[src/pkg/av_switch_map.svh]
`ifndef AV_SWITCH_MAP_SVH
`define AV_SWITCH_MAP_SVH

// Slave address, upper six bits fixed, low bit from the strap
`define SLAVE_ADDR_HIGH 6'h24
// Reset values of the configuration bits
`define RST_BOOST_SELECT 8'hff
`define RST_TERM_OVERRIDE 1'h0
`define RST_TERM_PER_CHANNEL 8'h00
`define RST_BACKTERM 1'h1
`define RST_HS_OE 1'h0
`define RST_CURRENT_LEVEL 1'h1
`define RST_PREEMPH 2'h0
`define RST_HS_SOURCE 1'h0
`define RST_AUX_SOURCE 1'h0
`define RST_AUX_FOLLOW 1'h0
// Hot-plug low pulse: least time in ms and clock period in ns
`define HPD_LOW_MS 100
`define CLK_PERIOD_NS 10
`define HPD_LOW_CYCLES ((`HPD_LOW_MS * 1000000) / `CLK_PERIOD_NS + 1)

`endif

[src/pkg/av_switch_pkg.sv]
package av_switch_pkg;
    // Source selection of the two-to-one switch
    typedef enum logic {
        source_a,
        source_b
    } source_e;
    // Hot-plug pulse states
    typedef enum logic {
        hpd_idle,
        hpd_pulse
    } hpd_state_e;
endpackage

[src/logic/av_link_switch_control.sv]
`timescale 1ns/1ns
`include "av_switch_map.svh"
// Behaviour
// - Slave address 100100X, X from strap pin
// - Override zero selects automatic input termination
// - Auto mode: selected source terminations on only
// - Override one: per-channel termination bits apply
// - One boost select bit per input channel
// - Boost selects reset to higher level
// - One bit switches output back-terminations
// - Back-terminations on after reset
// - Output enable clear tristates high-speed outputs
// - Current level bit, higher after reset
// - Two-bit field selects four pre-emphasis levels
// - High-speed select routes chosen source
// - Aux select routes chosen display-data bus
// - Channel switch pulses hot-plug outputs low
// - Hot-plug idle released, low over minimum time
// - Follow bit makes aux track high-speed write
// - Active-high reset restores all defaults
module av_link_switch_control #(
    parameter int unsigned HPD_CYCLES = `HPD_LOW_CYCLES,
    parameter int unsigned CHANNELS = 4
) (
    // Clock and reset
    input wire logic clk,
    input wire logic rst,
    // Configuration pins
    input wire logic addr_select,
    output logic [6:0] slave_addr,
    // Configuration write strobes from the serial port
    input wire logic wr_rx,
    input wire logic rx_term_override_in,
    input wire logic [2*CHANNELS-1:0] rx_term_per_channel_in,
    input wire logic [2*CHANNELS-1:0] rx_boost_select_in,
    input wire logic wr_tx,
    input wire logic tx_backterm_enable_in,
    input wire logic hs_output_enable_in,
    input wire logic tx_current_level_in,
    input wire logic [1:0] tx_preemph_level_in,
    input wire logic wr_hs,
    input wire logic hs_source_select_in,
    input wire logic wr_aux,
    input wire logic aux_source_select_in,
    input wire logic aux_follow_hs_in,
    // Analog control outputs
    output logic [2*CHANNELS-1:0] rx_term_on,
    output logic [2*CHANNELS-1:0] rx_boost_select,
    output logic tx_backterm_enable,
    output logic hs_output_enable,
    output logic tx_current_level,
    output logic [1:0] tx_preemph_level,
    output logic hs_source_select,
    output logic aux_source_select,
    // Hot-plug pins, open drain: output enable pulls low
    output logic hpd_a_out,
    output logic hpd_a_oe,
    output logic hpd_b_out,
    output logic hpd_b_oe
);
    // ==================================================================
    // Configuration state
    logic rx_term_override;
    logic [2*CHANNELS-1:0] rx_term_per_channel;
    logic aux_follow_hs;
    logic [6:0] addr;
    logic next_override;
    logic [2*CHANNELS-1:0] next_per_channel;
    logic [2*CHANNELS-1:0] next_boost;
    logic next_backterm;
    logic next_hs_oe;
    logic next_current;
    logic [1:0] next_preemph;
    logic next_hs_source;
    logic next_aux_source;
    logic next_aux_follow;
    logic [6:0] next_addr;

    // Write decode; follow bit forces aux onto each high-speed write
    always_comb begin
        next_override = rx_term_override;
        next_per_channel = rx_term_per_channel;
        next_boost = rx_boost_select;
        next_backterm = tx_backterm_enable;
        next_hs_oe = hs_output_enable;
        next_current = tx_current_level;
        next_preemph = tx_preemph_level;
        next_hs_source = hs_source_select;
        next_aux_source = aux_source_select;
        next_aux_follow = aux_follow_hs;
        next_addr = {`SLAVE_ADDR_HIGH, addr_select};
        if (wr_rx) begin
            next_override = rx_term_override_in;
            next_per_channel = rx_term_per_channel_in;
            next_boost = rx_boost_select_in;
        end
        if (wr_tx) begin
            next_backterm = tx_backterm_enable_in;
            next_hs_oe = hs_output_enable_in;
            next_current = tx_current_level_in;
            next_preemph = tx_preemph_level_in;
        end
        if (wr_aux) begin
            next_aux_source = aux_source_select_in;
            next_aux_follow = aux_follow_hs_in;
        end
        if (wr_hs) begin
            next_hs_source = hs_source_select_in;
            if (next_aux_follow) begin
                next_aux_source = hs_source_select_in;
            end
        end
    end

    // Registers; strap is sampled every clock, never under reset
    always_ff @(posedge clk) begin
        addr <= next_addr;
        if (rst) begin
            rx_term_override <= `RST_TERM_OVERRIDE;
            rx_term_per_channel <= `RST_TERM_PER_CHANNEL;
            rx_boost_select <= `RST_BOOST_SELECT;
            tx_backterm_enable <= `RST_BACKTERM;
            hs_output_enable <= `RST_HS_OE;
            tx_current_level <= `RST_CURRENT_LEVEL;
            tx_preemph_level <= `RST_PREEMPH;
            hs_source_select <= `RST_HS_SOURCE;
            aux_source_select <= `RST_AUX_SOURCE;
            aux_follow_hs <= `RST_AUX_FOLLOW;
        end else begin
            rx_term_override <= next_override;
            rx_term_per_channel <= next_per_channel;
            rx_boost_select <= next_boost;
            tx_backterm_enable <= next_backterm;
            hs_output_enable <= next_hs_oe;
            tx_current_level <= next_current;
            tx_preemph_level <= next_preemph;
            hs_source_select <= next_hs_source;
            aux_source_select <= next_aux_source;
            aux_follow_hs <= next_aux_follow;
        end
    end

    assign slave_addr = addr;

    // ==================================================================
    // Input terminations: low half is source A, high half source B
    genvar g;
    generate
        for (g = 0; g < 2 * CHANNELS; g++) begin : term_gen
            localparam logic SRC = (g >= CHANNELS);
            always_ff @(posedge clk) begin
                if (rst) begin
                    rx_term_on[g] <= 1'h0;
                end else if (rx_term_override) begin
                    rx_term_on[g] <= rx_term_per_channel[g];
                end else begin
                    // Tracks the select so it follows every switch
                    rx_term_on[g] <= (hs_source_select == SRC);
                end
            end
        end
    endgenerate

    // ==================================================================
    // Hot-plug pulse; restart keeps the sink off across rapid switching
    av_switch_pkg::hpd_state_e hpd_state;
    av_switch_pkg::hpd_state_e next_hpd_state;
    logic [31:0] hpd_count;
    logic [31:0] next_hpd_count;
    logic switch_event;

    assign switch_event = wr_hs && (hs_source_select_in != hs_source_select);

    always_comb begin
        next_hpd_state = hpd_state;
        next_hpd_count = hpd_count;
        unique case (hpd_state)
            av_switch_pkg::hpd_idle: begin
                if (switch_event) begin
                    next_hpd_state = av_switch_pkg::hpd_pulse;
                    next_hpd_count = 32'h0;
                end
            end
            av_switch_pkg::hpd_pulse: begin
                if (switch_event) begin
                    next_hpd_count = 32'h0;
                end else if (hpd_count >= HPD_CYCLES - 1) begin
                    next_hpd_state = av_switch_pkg::hpd_idle;
                end else begin
                    next_hpd_count = hpd_count + 32'h1;
                end
            end
        endcase
    end

    always_ff @(posedge clk) begin
        if (rst) begin
            hpd_state <= av_switch_pkg::hpd_idle;
            hpd_count <= 32'h0;
        end else begin
            hpd_state <= next_hpd_state;
            hpd_count <= next_hpd_count;
        end
    end

    // Released when idle, pulled low during the pulse
    assign hpd_a_out = 1'h0;
    assign hpd_b_out = 1'h0;
    assign hpd_a_oe = (hpd_state == av_switch_pkg::hpd_pulse);
    assign hpd_b_oe = (hpd_state == av_switch_pkg::hpd_pulse);
endmodule

[config.mk]
export PLATFORM = sky130hd
export DESIGN_NAME = av_link_switch_control
export DESIGN_NICKNAME = d
export VERILOG_FILES = /design/src/pkg/av_switch_pkg.sv /design/src/logic/av_link_switch_control.sv
export VERILOG_INCLUDE_DIRS = /design/src /design/src/pkg
export SDC_FILE = /design/constraint.sdc
export NUM_CORES = 1
export LEC_CHECK = 0
export BUFFER_PORTS_ARGS = -buffer_cell sky130_fd_sc_hd__buf_2
export CORE_UTILIZATION = 40
export CTS_CLUSTER_SIZE = 12
export DETAILED_ROUTE_END_ITERATION = 8
export HOLD_SLACK_MARGIN = 0.08
export PLACE_DENSITY = 0.66
export REMOVE_ABC_BUFFERS = 1
export SLEW_MARGIN = 10
export SYNTH_ARGS = -nofsm -noshare
export SYNTH_HDL_FRONTEND = slang
export SYNTH_SLANG_ARGS = --single-unit
[constraint.sdc]
create_clock -name clk -period 2.9 [get_ports clk]
set_clock_uncertainty 0.05 [all_clocks]
set_input_delay 0 -clock clk [delete_from_list [all_inputs] [get_ports clk]]
set_output_delay 0 -clock clk [all_outputs]
set_load 0.005 [all_outputs]
==> results of run 1 <==
## flip-flops by register name, indices dropped and copies added, names as in the netlist
name                 cells
rx_term_on               8
tx_backterm_enable       1
slave_addr               1
aux_follow_hs            1
tx_preemph_level         2
tx_current_level         1
hs_output_enable         1
hpd_a_oe                 1
aux_source_select        1
rx_term_per_channel      8
rx_term_override         1
rx_boost_select          8
hpd_count               32
hs_source_select         1
## cell type report
| class | instances | area, sq um |
|---|---|---|
| inverter | 6 | 22.5 |
| clock buffer | 9 | 124 |
| timing repair buffer | 92 | 633 |
| fill | 590 | 2930 |
| tap | 77 | 96.3 |
| clock inverter | 7 | 78.8 |
| multi-input combinational | 207 | 1310 |
| sequential | 67 | 1340 |
## routing by layer
metal / vias to the layer above / routed length (um)
met1: 1074 / 2730
li1: 1204 / -
met2: 59 / 2730
met3: 13 / 290
met5: - / 0
met4: 0 / 110
## cells in the final DEF, fill, tap and decap left out, types with 6 or more instances in the layout
cell type | Yosys | routed
sky130_fd_sc_hd__conb_1 | 2 | 8
sky130_fd_sc_hd__nor2b_1 | 12 | 12
sky130_fd_sc_hd__dfxtp_1 | 67 | 67
sky130_fd_sc_hd__and2_1 | 10 | 10
sky130_fd_sc_hd__o31ai_1 | 6 | 6
sky130_fd_sc_hd__clkbuf_8 | 0 | 9
sky130_fd_sc_hd__or3_1 | 9 | 9
sky130_fd_sc_hd__nand2_1 | 21 | 21
sky130_fd_sc_hd__nor2_1 | 27 | 27
sky130_fd_sc_hd__inv_1 | 6 | 6
sky130_fd_sc_hd__a21oi_1 | 28 | 28
sky130_fd_sc_hd__a211o_1 | 10 | 10
sky130_fd_sc_hd__mux2i_1 | 15 | 15
sky130_fd_sc_hd__dlygate4sd3_1 | 0 | 34
sky130_fd_sc_hd__buf_2 | 1 | 57
sky130_fd_sc_hd__nand3_1 | 6 | 6
sky130_fd_sc_hd__o21ai_0 | 11 | 11
sky130_fd_sc_hd__or4_1 | 11 | 11
## worst min path at each step
stage          depth (start not counted)                     end   startpoint  slack [ps]
2_1_floorplan                          0           slave_addr[0]  addr_select         -20
3_3_place_gp                           1           slave_addr[0]  addr_select          50
3_5_place_dp                           1           slave_addr[0]  addr_select          50
4_1_cts                                2  rx_term_per_channel[5]          rst          90
5_1_grt                                2  rx_term_per_channel[6]          rst         130
6_report                               2  rx_term_per_channel[5]          rst         100
## per-stage QoR
step | utilization [%] | total power (uW) | hold WS, ps | instance area (sq um) | worst slack [ps]
2_1_floorplan | - | 1060 | -22.3 | 2670 | 896
3_3_place_gp | 46.8 | 1130 | 53.9 | 3060 | 760
3_5_place_dp | 46.8 | 1140 | 54.6 | 3060 | 711
4_1_cts | 55.2 | 1950 | 95.0 | 3600 | 690
5_1_grt | 55.2 | 2020 | 132 | 3600 | 520
6_report | 55.2 | 1930 | 102 | 3600 | 689
## power groups by stage
| stage | combinational, uW | clock, uW | sequential (uW) |
|---|---|---|---|
| 2_1_floorplan | 68.8 | 0 | 992 |
| 3_3_place_gp | 145 | 0 | 990 |
| 3_5_place_dp | 148 | 0 | 991 |
| 4_1_cts | 186 | 794 | 970 |
| 5_1_grt | 207 | 836 | 975 |
| 6_report | 187 | 769 | 970 |
## repair_timing
item / 4_1_cts / 5_1_grt
endpoints found under the setup margin: 0 / 0
gates resized for setup: 0 / 0
hold buffers: 34 / 0
endpoints found under the hold margin: 27 / 0
## cells by family (layout without fill, tap and decap cells)
| family | Yosys count | in the layout | share of synthesized area, % |
|---|---|---|---|
| AND/OR/NAND/NOR | 113 | 113 | 22.8 |
| flip-flops | 67 | 67 | 48.3 |
| AO/OA/AOI/OAI | 64 | 64 | 15.1 |
| buffers and inverters | 29 | 114 | 5.45 |
| multiplexers | 16 | 16 | 5.81 |
| XOR/XNOR | 4 | 4 | 1.26 |
| adder cells (fa/ha/maj) | 2 | 2 | 0.901 |
| other | 2 | 8 | 0.270 |
## critical path: cells and delay by family (launching register included)
| family | cells | cell delay, ps |
|---|---|---|
| AOI/OAI and AO/OA | 2 | 450 |
| and+or+nand+nor | 3 | 1290 |
| DFF | 1 | 350 |
==> reports/qor.yml, run 1 <==
detail_route.iter0.violations: 123
achievable-frequency_mhz: 452
yosysMostFrequentCell: "sky130_fd_sc_hd__dfxtp_1"
grtUsageMet1_pct: 21.5
place_inst: 415
drt_drc_violations_left: 0
path_max_fanout: 27
drive_gt1_share_pct: 20.9
timing.max_slew.rel_slack_pct: 36.6
rsz0062_at_grt: "no"
postSynthRegisterBits: 67
place.port_buffers: 57
slew_violations: 0
synth-seq-area-share_pct: 48.3
global_route_wire_length_before_repair_mm: 10.2
critPathKind: "flip-flop to flip-flop"
cts.sinks: 67
setup.worst_path.start_class: "flip-flop"
insertedDiodeCount: 0
floorplan.initialDensity_pct: 42.5
timing.final.hold_violations: 0
layout-area-overhead-vs-synth_pct: 29.7
final_period_minus_worst_setup_slack_ps: 2210
post-route-period-util_pct: 76.2
timing.hold.worst.class: "primary input to flip-flop"
worst-r2r-setup-slack_ps: 690
cell_count_after_synthesis: 297
cts_tree: "yes"
startpoint: "hpd_count[15]"
worst_path_max_delay_cell: "sky130_fd_sc_hd__or4_1"
vias: 2350
cap_violations: 0
clock_input_transition_at_the_sequential_cells_of_the_worst_setup_and_hold_paths_ps: 80
num_rows: 29
final_layout_setup_total_negative_slack_ps: 0
synth_largest_area_cell: "sky130_fd_sc_hd__dfxtp_1"
share_comb_of_total_power_pct: 9.7
swShare_pct: 24.5
die_y_um: 85.3
setup.worst_path.end: "hpd_count[12]"
r2r.worst_path.cells: 5
share_of_synthesized_registers_carrying_an_async_set_or_reset_pct: 0
vias_per_cell: 5.05
ioPinCount: 66
grt_most_used_layer: "met2"
clk_network_pwr_share_pct: 39.9
synthesis.yosys.warnings: 0
synth-edff-count: 0
clock_path_buffers: 2
switching_power_uw: 473
run_status: "completed"
cts_buffers: 9
place.gp.congestion: 0.752
power_report.internal_total_uw: 1450
netlist.area_leader.share_pct: 48.3
post_synth.cell_area_avg_sq_um: 9.35
fp.dieArea_sq_um: 7280
clockRootBuffer: "sky130_fd_sc_hd__clkbuf_8"
post_drt_wl_per_cell_um: 12.6
rr_endpoint: "hpd_count[12]"
yosys-top-cells-area: "sky130_fd_sc_hd__dfxtp_1, sky130_fd_sc_hd__mux2i_1, sky130_fd_sc_hd__a21oi_1"
met3_usage_pct: 6.03
die-width_um: 85.3
worstMarginPinSlew_ps: 950
irDropWorstVdd_v: 0.000354
wirelength_mm: 5.86
worst_ep_arrival_time_ps: 2430
cp-end-kind: "flip-flop"
p_seq_share_pct: 50.4
clock_latency_ps: 340
synth.top_cells.by_count: "sky130_fd_sc_hd__dfxtp_1, sky130_fd_sc_hd__a21oi_1, sky130_fd_sc_hd__nor2_1"
layout.nets: 417
ctsHtreeMaxLevel: 3
synth_top_flop_cell: "sky130_fd_sc_hd__dfxtp_1"
placeableCoreArea_sq_um: 6530
gr-total-overflow: 0
grt_max_degree: 37
p_leak_uw: 0.00146
grtUsageTotal_pct: 17.6
path_cells: "or4_1, nand4_2, o21ai_2, or4_1, a21oi_1"
first_global_vias: 2211
grt_antenna_before_repair: 0
drt.antenna.violating_nets: 0
use_met2_pct: 29.0
r2r-start: "hpd_count[15]"
postCtsSetupBuffers: 0
post_synth_num_cell_types: 42
critPathRequiredTime_ps: 3120
post_route_insts_no_fill: 465
cell_seen_most_often_among_critical_path_stages: "sky130_fd_sc_hd__or4_1"
final-setup-viol-count: 0
syn_area_sq_um: 2780
slowest_delay_ps: 590
dpl.hpwl_mm: 3.69
power_density_nw_per_um2: 535
first_pass_iters: 4
Power figures use the tool's default switching activity.
==> run 2, diff against run 1 <==
==> constraint.sdc (replaced) <==
create_clock -name clk -period 2.3 [get_ports clk]
set_clock_uncertainty 0.05 [all_clocks]
set_input_delay 0 -clock clk [delete_from_list [all_inputs] [get_ports clk]]
set_output_delay 0 -clock clk [all_outputs]
set_load 0.005 [all_outputs]
==> reports/qor.yml, run 2 (same netlist as run 1, synthesis figures left out) <==
first_pass_iters: 6  # +2
layout-area-overhead-vs-synth_pct: 32.9
fillers: 573  # -2.9%
mostFrequentLayoutCell: "sky130_fd_sc_hd__dfxtp_1"
rr_endpoint: "hpd_count[4]"
grtUsageTotal_pct: 17.8  # +0.23 points
place_inst: 420  # +1.2%
final-setup-viol-count: 0  # unchanged
ioPinCount: 66  # unchanged
timing.final.hold_violations: 0  # unchanged
swShare_pct: 22.1  # -2.4 points
place.gp.congestion: 0.764  # +1.7%
power_density_nw_per_um2: 716  # +34%
switching_power_uw: 584  # +24%
fp.dieArea_sq_um: 7280  # unchanged
place.port_buffers: 57  # unchanged
rsz0062_at_grt: "no"
wirelength_mm: 6.00  # +2.4%
run_status: "completed"
timing.hold.worst.class: "primary input to flip-flop"
setup.worst_path.end: "hpd_count[4]"
final_layout_setup_total_negative_slack_ps: 0  # unchanged
r2r.worst_path.cells: 5  # unchanged
worstMarginPinSlew_ps: 657  # -294 ps
cts.sinks: 67  # unchanged
met3_wl_um: 324  # +12%
num_rows: 29  # unchanged
cts.repair.resized: 0  # unchanged
setup.worst_path.start_class: "flip-flop"
cp-end-kind: "flip-flop"
final.setup.worst_slack_ps: 191  # -498 ps
vias: 2394  # +1.9%
global_route_wire_length_before_repair_mm: 10.4  # +1.7%
power.total_uw: 2640  # +37%
power_report.internal_total_uw: 2060  # +42%
grt_max_degree: 36  # -2.7%
drive_gt1_share_pct: 21.6  # +0.70 points
clockRootBuffer: "sky130_fd_sc_hd__clkbuf_8"
p_leak_uw: 0.00151  # +3.4%
placeableCoreArea_sq_um: 6530  # unchanged
clock_path_buffers: 2  # unchanged
routed-wl-met2_mm: 2.89  # +5.8%
clock_input_transition_at_the_sequential_cells_of_the_worst_setup_and_hold_paths_ps: 70  # about the same
clock_latency_ps: 340  # about the same
floorplan.initialDensity_pct: 42.5  # unchanged
drt.antenna.violating_nets: 0  # unchanged
worst_ep_arrival_time_ps: 2320  # -110 ps
detail_route.iter0.violations: 99  # -20%
post_drt_wl_per_cell_um: 12.7  # +1.1%
detailedPlace.worstSlack_ps: 211  # -500 ps
drt_drc_violations_left: 0  # unchanged
worst-r2r-setup-slack_ps: 190  # -500 ps
clk_network_pwr_share_pct: 44.3  # +4.4 points
path_max_fanout: 21  # -22%
m1WireLength_mm: 2.71  # -0.77%
final_period_minus_worst_setup_slack_ps: 2110  # -102 ps
irDropWorstVdd_v: 0.000507  # +43%
slew_violations: 0  # unchanged
layout.cells.most_common_list: "sky130_fd_sc_hd__dfxtp_1, sky130_fd_sc_hd__buf_2, sky130_fd_sc_hd__dlygate4sd3_1"
post_route_insts_no_fill: 471  # +1.3%
share_comb_of_total_power_pct: 9.4  # -0.3 points
largest_register_ff_count: 32  # unchanged
gr-total-overflow: 0  # unchanged
achievable-frequency_mhz: 474  # +4.8%
r2r-start: "hpd_count[15]"
p_seq_share_pct: 46.3  # -4.1 points
die_y_um: 85.3  # unchanged
dpl.hpwl_mm: 3.78  # +2.4%
die-width_um: 85.3  # unchanged
cts_tree: "yes"
startpoint: "hpd_count[15]"
post-route-period-util_pct: 91.7  # +15 points
ctsHtreeMaxLevel: 3  # unchanged
timing.max_slew.rel_slack_pct: 56.2  # +20 points
worst_case_hold_slack_ps: 171  # +68.9 ps
critPathRequiredTime_ps: 2520  # -600 ps
grt_antenna_before_repair: 0  # unchanged
insertedDiodeCount: 0  # unchanged
top_register: "hpd_count"
cap_violations: 0  # unchanged
critPathKind: "flip-flop to flip-flop"
first_global_vias: 2357  # +6.6%
vias_per_cell: 5.08  # +0.57%
cts_buffers: 9  # unchanged
layout.nets: 423  # +1.4%
highest_layer_used_for_signal_routing: "met4"
## run 2: layer usage
| layer | up-vias | GRT usage [%] |
|---|---|---|
| li1 | 1219 | - |
| met1 | 1119 | 20.8 |
| met2 | 48 | 29.9 |
| met3 | 8 | 6.61 |
| met4 | 0 | 6.52 |
| met5 | - | 0 |
## run 2: critical path: stages, from the launching register on
cell and delay [ps]:
sky130_fd_sc_hd__dfxtp_1 340, sky130_fd_sc_hd__or4_1 540, sky130_fd_sc_hd__nand4_2 180, sky130_fd_sc_hd__o21ai_2 220, sky130_fd_sc_hd__or4b_1 560, sky130_fd_sc_hd__a21oi_1 150
## run 2: power groups by stage
stage	Combinational, uW	Clock (uW)	Sequential [uW]
finish	247	1170	1220
global route	274	1240	1230
CTS	245	1200	1220
detailed placement	196	0	1250
global placement	192	0	1250
floorplan	86.7	0	1250
## run 2: repair_timing
| action | in CTS | in global routing |
|---|---|---|
| buffers inserted | 0 | 0 |
| hold buffers | 35 | 0 |
| endpoints found under the hold margin | 29 | 0 |
## run 2: stage by stage
stage | area (sq um) | utilization [%]
global placement | 3100 | 47.4
CTS | 3690 | 56.5
floorplan | 2670 | -
global route | 3690 | 56.5
detailed placement | 3100 | 47.4
finish | 3690 | 56.5
## run 2: cell type report
class	instances	area [sq um]	area share (%)
clock buffers	10	128	3.46
clock inverters	6	114	3.09
inverters	6	22.5	0.611
multi-input cells	207	1310	35.4
flip-flops and latches	67	1340	36.4
well taps	77	96.3	2.61
repair buffers	98	681	18.5
## run 2: worst min-delay path by stage
stage	start	endpoint	depth (start not counted)
4_1_cts	wr_rx	rx_term_per_channel[5]	3
3_3_place_gp	addr_select	slave_addr[0]	1
2_1_floorplan	addr_select	slave_addr[0]	0
5_1_grt	wr_rx	rx_term_per_channel[7]	3
3_5_place_dp	addr_select	slave_addr[0]	1
6_report	wr_rx	rx_term_per_channel[4]	3
==> run 3, diff against run 2 <==
--- a/config.mk
+++ b/config.mk
@@ -7,11 +7,13 @@
 export NUM_CORES = 1
 export LEC_CHECK = 0
 export BUFFER_PORTS_ARGS = -buffer_cell sky130_fd_sc_hd__buf_2
+export CELL_PAD_IN_SITES_DETAIL_PLACEMENT = 0
+export CELL_PAD_IN_SITES_GLOBAL_PLACEMENT = 1
 export CORE_UTILIZATION = 40
 export CTS_CLUSTER_SIZE = 12
 export DETAILED_ROUTE_END_ITERATION = 8
 export HOLD_SLACK_MARGIN = 0.08
-export PLACE_DENSITY = 0.66
+export PLACE_DENSITY = 0.83
 export REMOVE_ABC_BUFFERS = 1
 export SLEW_MARGIN = 10
 export SYNTH_ARGS = -nofsm -noshare
==> reports/qor.yml, run 3 (same netlist as run 1, synthesis figures left out) <==
run_status: "completed"
grtUsageTotal_pct: 18.7  # +0.92 points
dpl.hpwl_mm: 4.02  # +6.3%
mostFrequentLayoutCell: "sky130_fd_sc_hd__dfxtp_1"
top_register: "hpd_count"
cts_buffers: 9  # unchanged
place.port_buffers: 57  # unchanged
cts_tree: "yes"
cts.sinks: 67  # unchanged
grt_antenna_before_repair: 0  # unchanged
worst_ep_arrival_time_ps: 2320  # about the same
global_route_wire_length_before_repair_mm: 10.7  # +3.1%
die_y_um: 85.3  # unchanged
multi_input_area_sq_um: 1310  # +0.57%
postCtsSetupBuffers: 0  # unchanged
rsz0062_at_grt: "no"
timing.max_slew.rel_slack_pct: 63.9  # +7.7 points
first_global_vias: 2331  # -1.1%
clock_input_transition_at_the_sequential_cells_of_the_worst_setup_and_hold_paths_ps: 80  # about the same
irDropWorstVdd_v: 0.000466  # -8.1%
post-route-period-util_pct: 91.3  # -0.44 points
path_max_fanout: 23  # +9.5%
num_rows: 29  # unchanged
post_route_insts_no_fill: 477  # +1.3%
vias: 2431  # +1.5%
worstMarginPinSlew_ps: 542  # -115 ps
layout.nets: 429  # +1.4%
drt.antenna.violating_nets: 0  # unchanged
power.total_uw: 2680  # +1.4%
timing.final.hold_violations: 0  # unchanged
drive_gt1_share_pct: 21.8  # +0.18 points
place_inst: 421  # +0.24%
seqCellArea_sq_um: 1340  # unchanged
clock_path_buffers: 2  # unchanged
clock_latency_ps: 340  # about the same
path_cells: "or4_1, nand4_2, o21ai_4, or4b_1, a21oi_1"
clockRootBuffer: "sky130_fd_sc_hd__clkbuf_8"
cp-end-kind: "flip-flop"
gr-total-overflow: 0  # unchanged
achievable-frequency_mhz: 476  # +0.48%
slowest_delay_ps: 550  # about the same
largest_register_ff_count: 32  # unchanged
placeableCoreArea_sq_um: 6530  # unchanged
critPathRequiredTime_ps: 2520  # about the same
detail_route.iter0.violations: 107  # +8.1%
final_period_minus_worst_setup_slack_ps: 2100  # -10.1 ps
drt_drc_violations_left: 0  # unchanged
die-width_um: 85.3  # unchanged
placed_area_sq_um: 3100  # +0.24%
vias_per_cell: 5.10  # +0.27%
layout.cells.most_common_list: "sky130_fd_sc_hd__dfxtp_1, sky130_fd_sc_hd__buf_2, sky130_fd_sc_hd__dlygate4sd3_1"
slew_violations: 0  # unchanged
final-setup-viol-count: 0  # unchanged
insertedDiodeCount: 0  # unchanged
wirelength_mm: 6.30  # +5.0%
floorplan.initialDensity_pct: 42.5  # unchanged
final_cell_area_sq_um: 3760  # +2.0%
setup.worst_path.start_class: "flip-flop"
final_layout_setup_total_negative_slack_ps: 0  # unchanged
ioPinCount: 66  # unchanged
place.gp.congestion: 0.769  # +0.68%
fillers: 561  # -2.1%
critPathKind: "flip-flop to flip-flop"
grt_max_degree: 26  # -28%
fp.dieArea_sq_um: 7280  # unchanged
worst_case_hold_slack_ps: 177  # +5.97 ps
worst_path_max_delay_cell: "sky130_fd_sc_hd__or4b_1"
ctsHtreeMaxLevel: 3  # unchanged
timing.hold.worst.class: "primary input to flip-flop"
cap_violations: 0  # unchanged
p_leak_uw: 0.00156  # +3.3%
first_pass_iters: 4  # -2
power_density_nw_per_um2: 712  # -0.55%
layout-area-overhead-vs-synth_pct: 35.5
post_drt_wl_per_cell_um: 13.2  # +3.7%
[run 3: report_power, final]
group	internal, uW	switching, uW	total (uW)
Clock	751	450	1200
Sequential	1200	23.2	1220
Combinational	138	114	252
[run 3: metrics by stage]
stage / worst slack [ps] / util (%)
after floorplan: 296 / -
after global placement: 223 / 47.5
after detailed placement: 137 / 47.5
after CTS: 120 / 57.5
after global routing: 49.1 / 57.6
final: 201 / 57.6
[run 3: layer usage]
layer  wire, um  GRT usage, %  vias to the layer above
met5          0             0                        -
met3        282          6.91                        8
met2       3110          32.3                       50
met4         92          5.61                        0
met1       2820          21.8                     1140
li1           -             -                     1233
[run 3: worst max-delay path, delay by kind of cell, from the launching register on]
family / cells / cell delay, ps
flip-flops: 1 / 340
AO/OA/AOI/OAI: 2 / 360
AND/OR/NAND/NOR: 3 / 1280
[run 3: path summary, 6_finish.rpt]
kind | startpoint | endpoint | slack (ps) | cells past startpoint
worst max register to register | hpd_count[15] | hpd_count[4] | 200 | 5
worst min-delay path | wr_rx | rx_term_per_channel[2] | 180 | 3
worst min register to register | hpd_count[24] | hpd_count[24] | 410 | 1
worst max-delay path | hpd_count[15] | hpd_count[4] | 200 | 5
[run 3: area by class of cell]
cell class                      instances  area share, %
Clock inverter                          6           2.99
Inverter                                6          0.599
Sequential cell                        67           35.7
Multi-Input combinational cell        207           34.9
Clock buffer                           10           3.66
Tap cell                               77           2.56
Timing Repair Buffer                  104           19.6
[run 3: repair_timing]
action / in CTS / in global routing
hold buffers: 40 / 0
gates resized for setup: 0 / 1
endpoints found under the hold margin: 32 / 0
setup endpoints to repair: 0 / 1
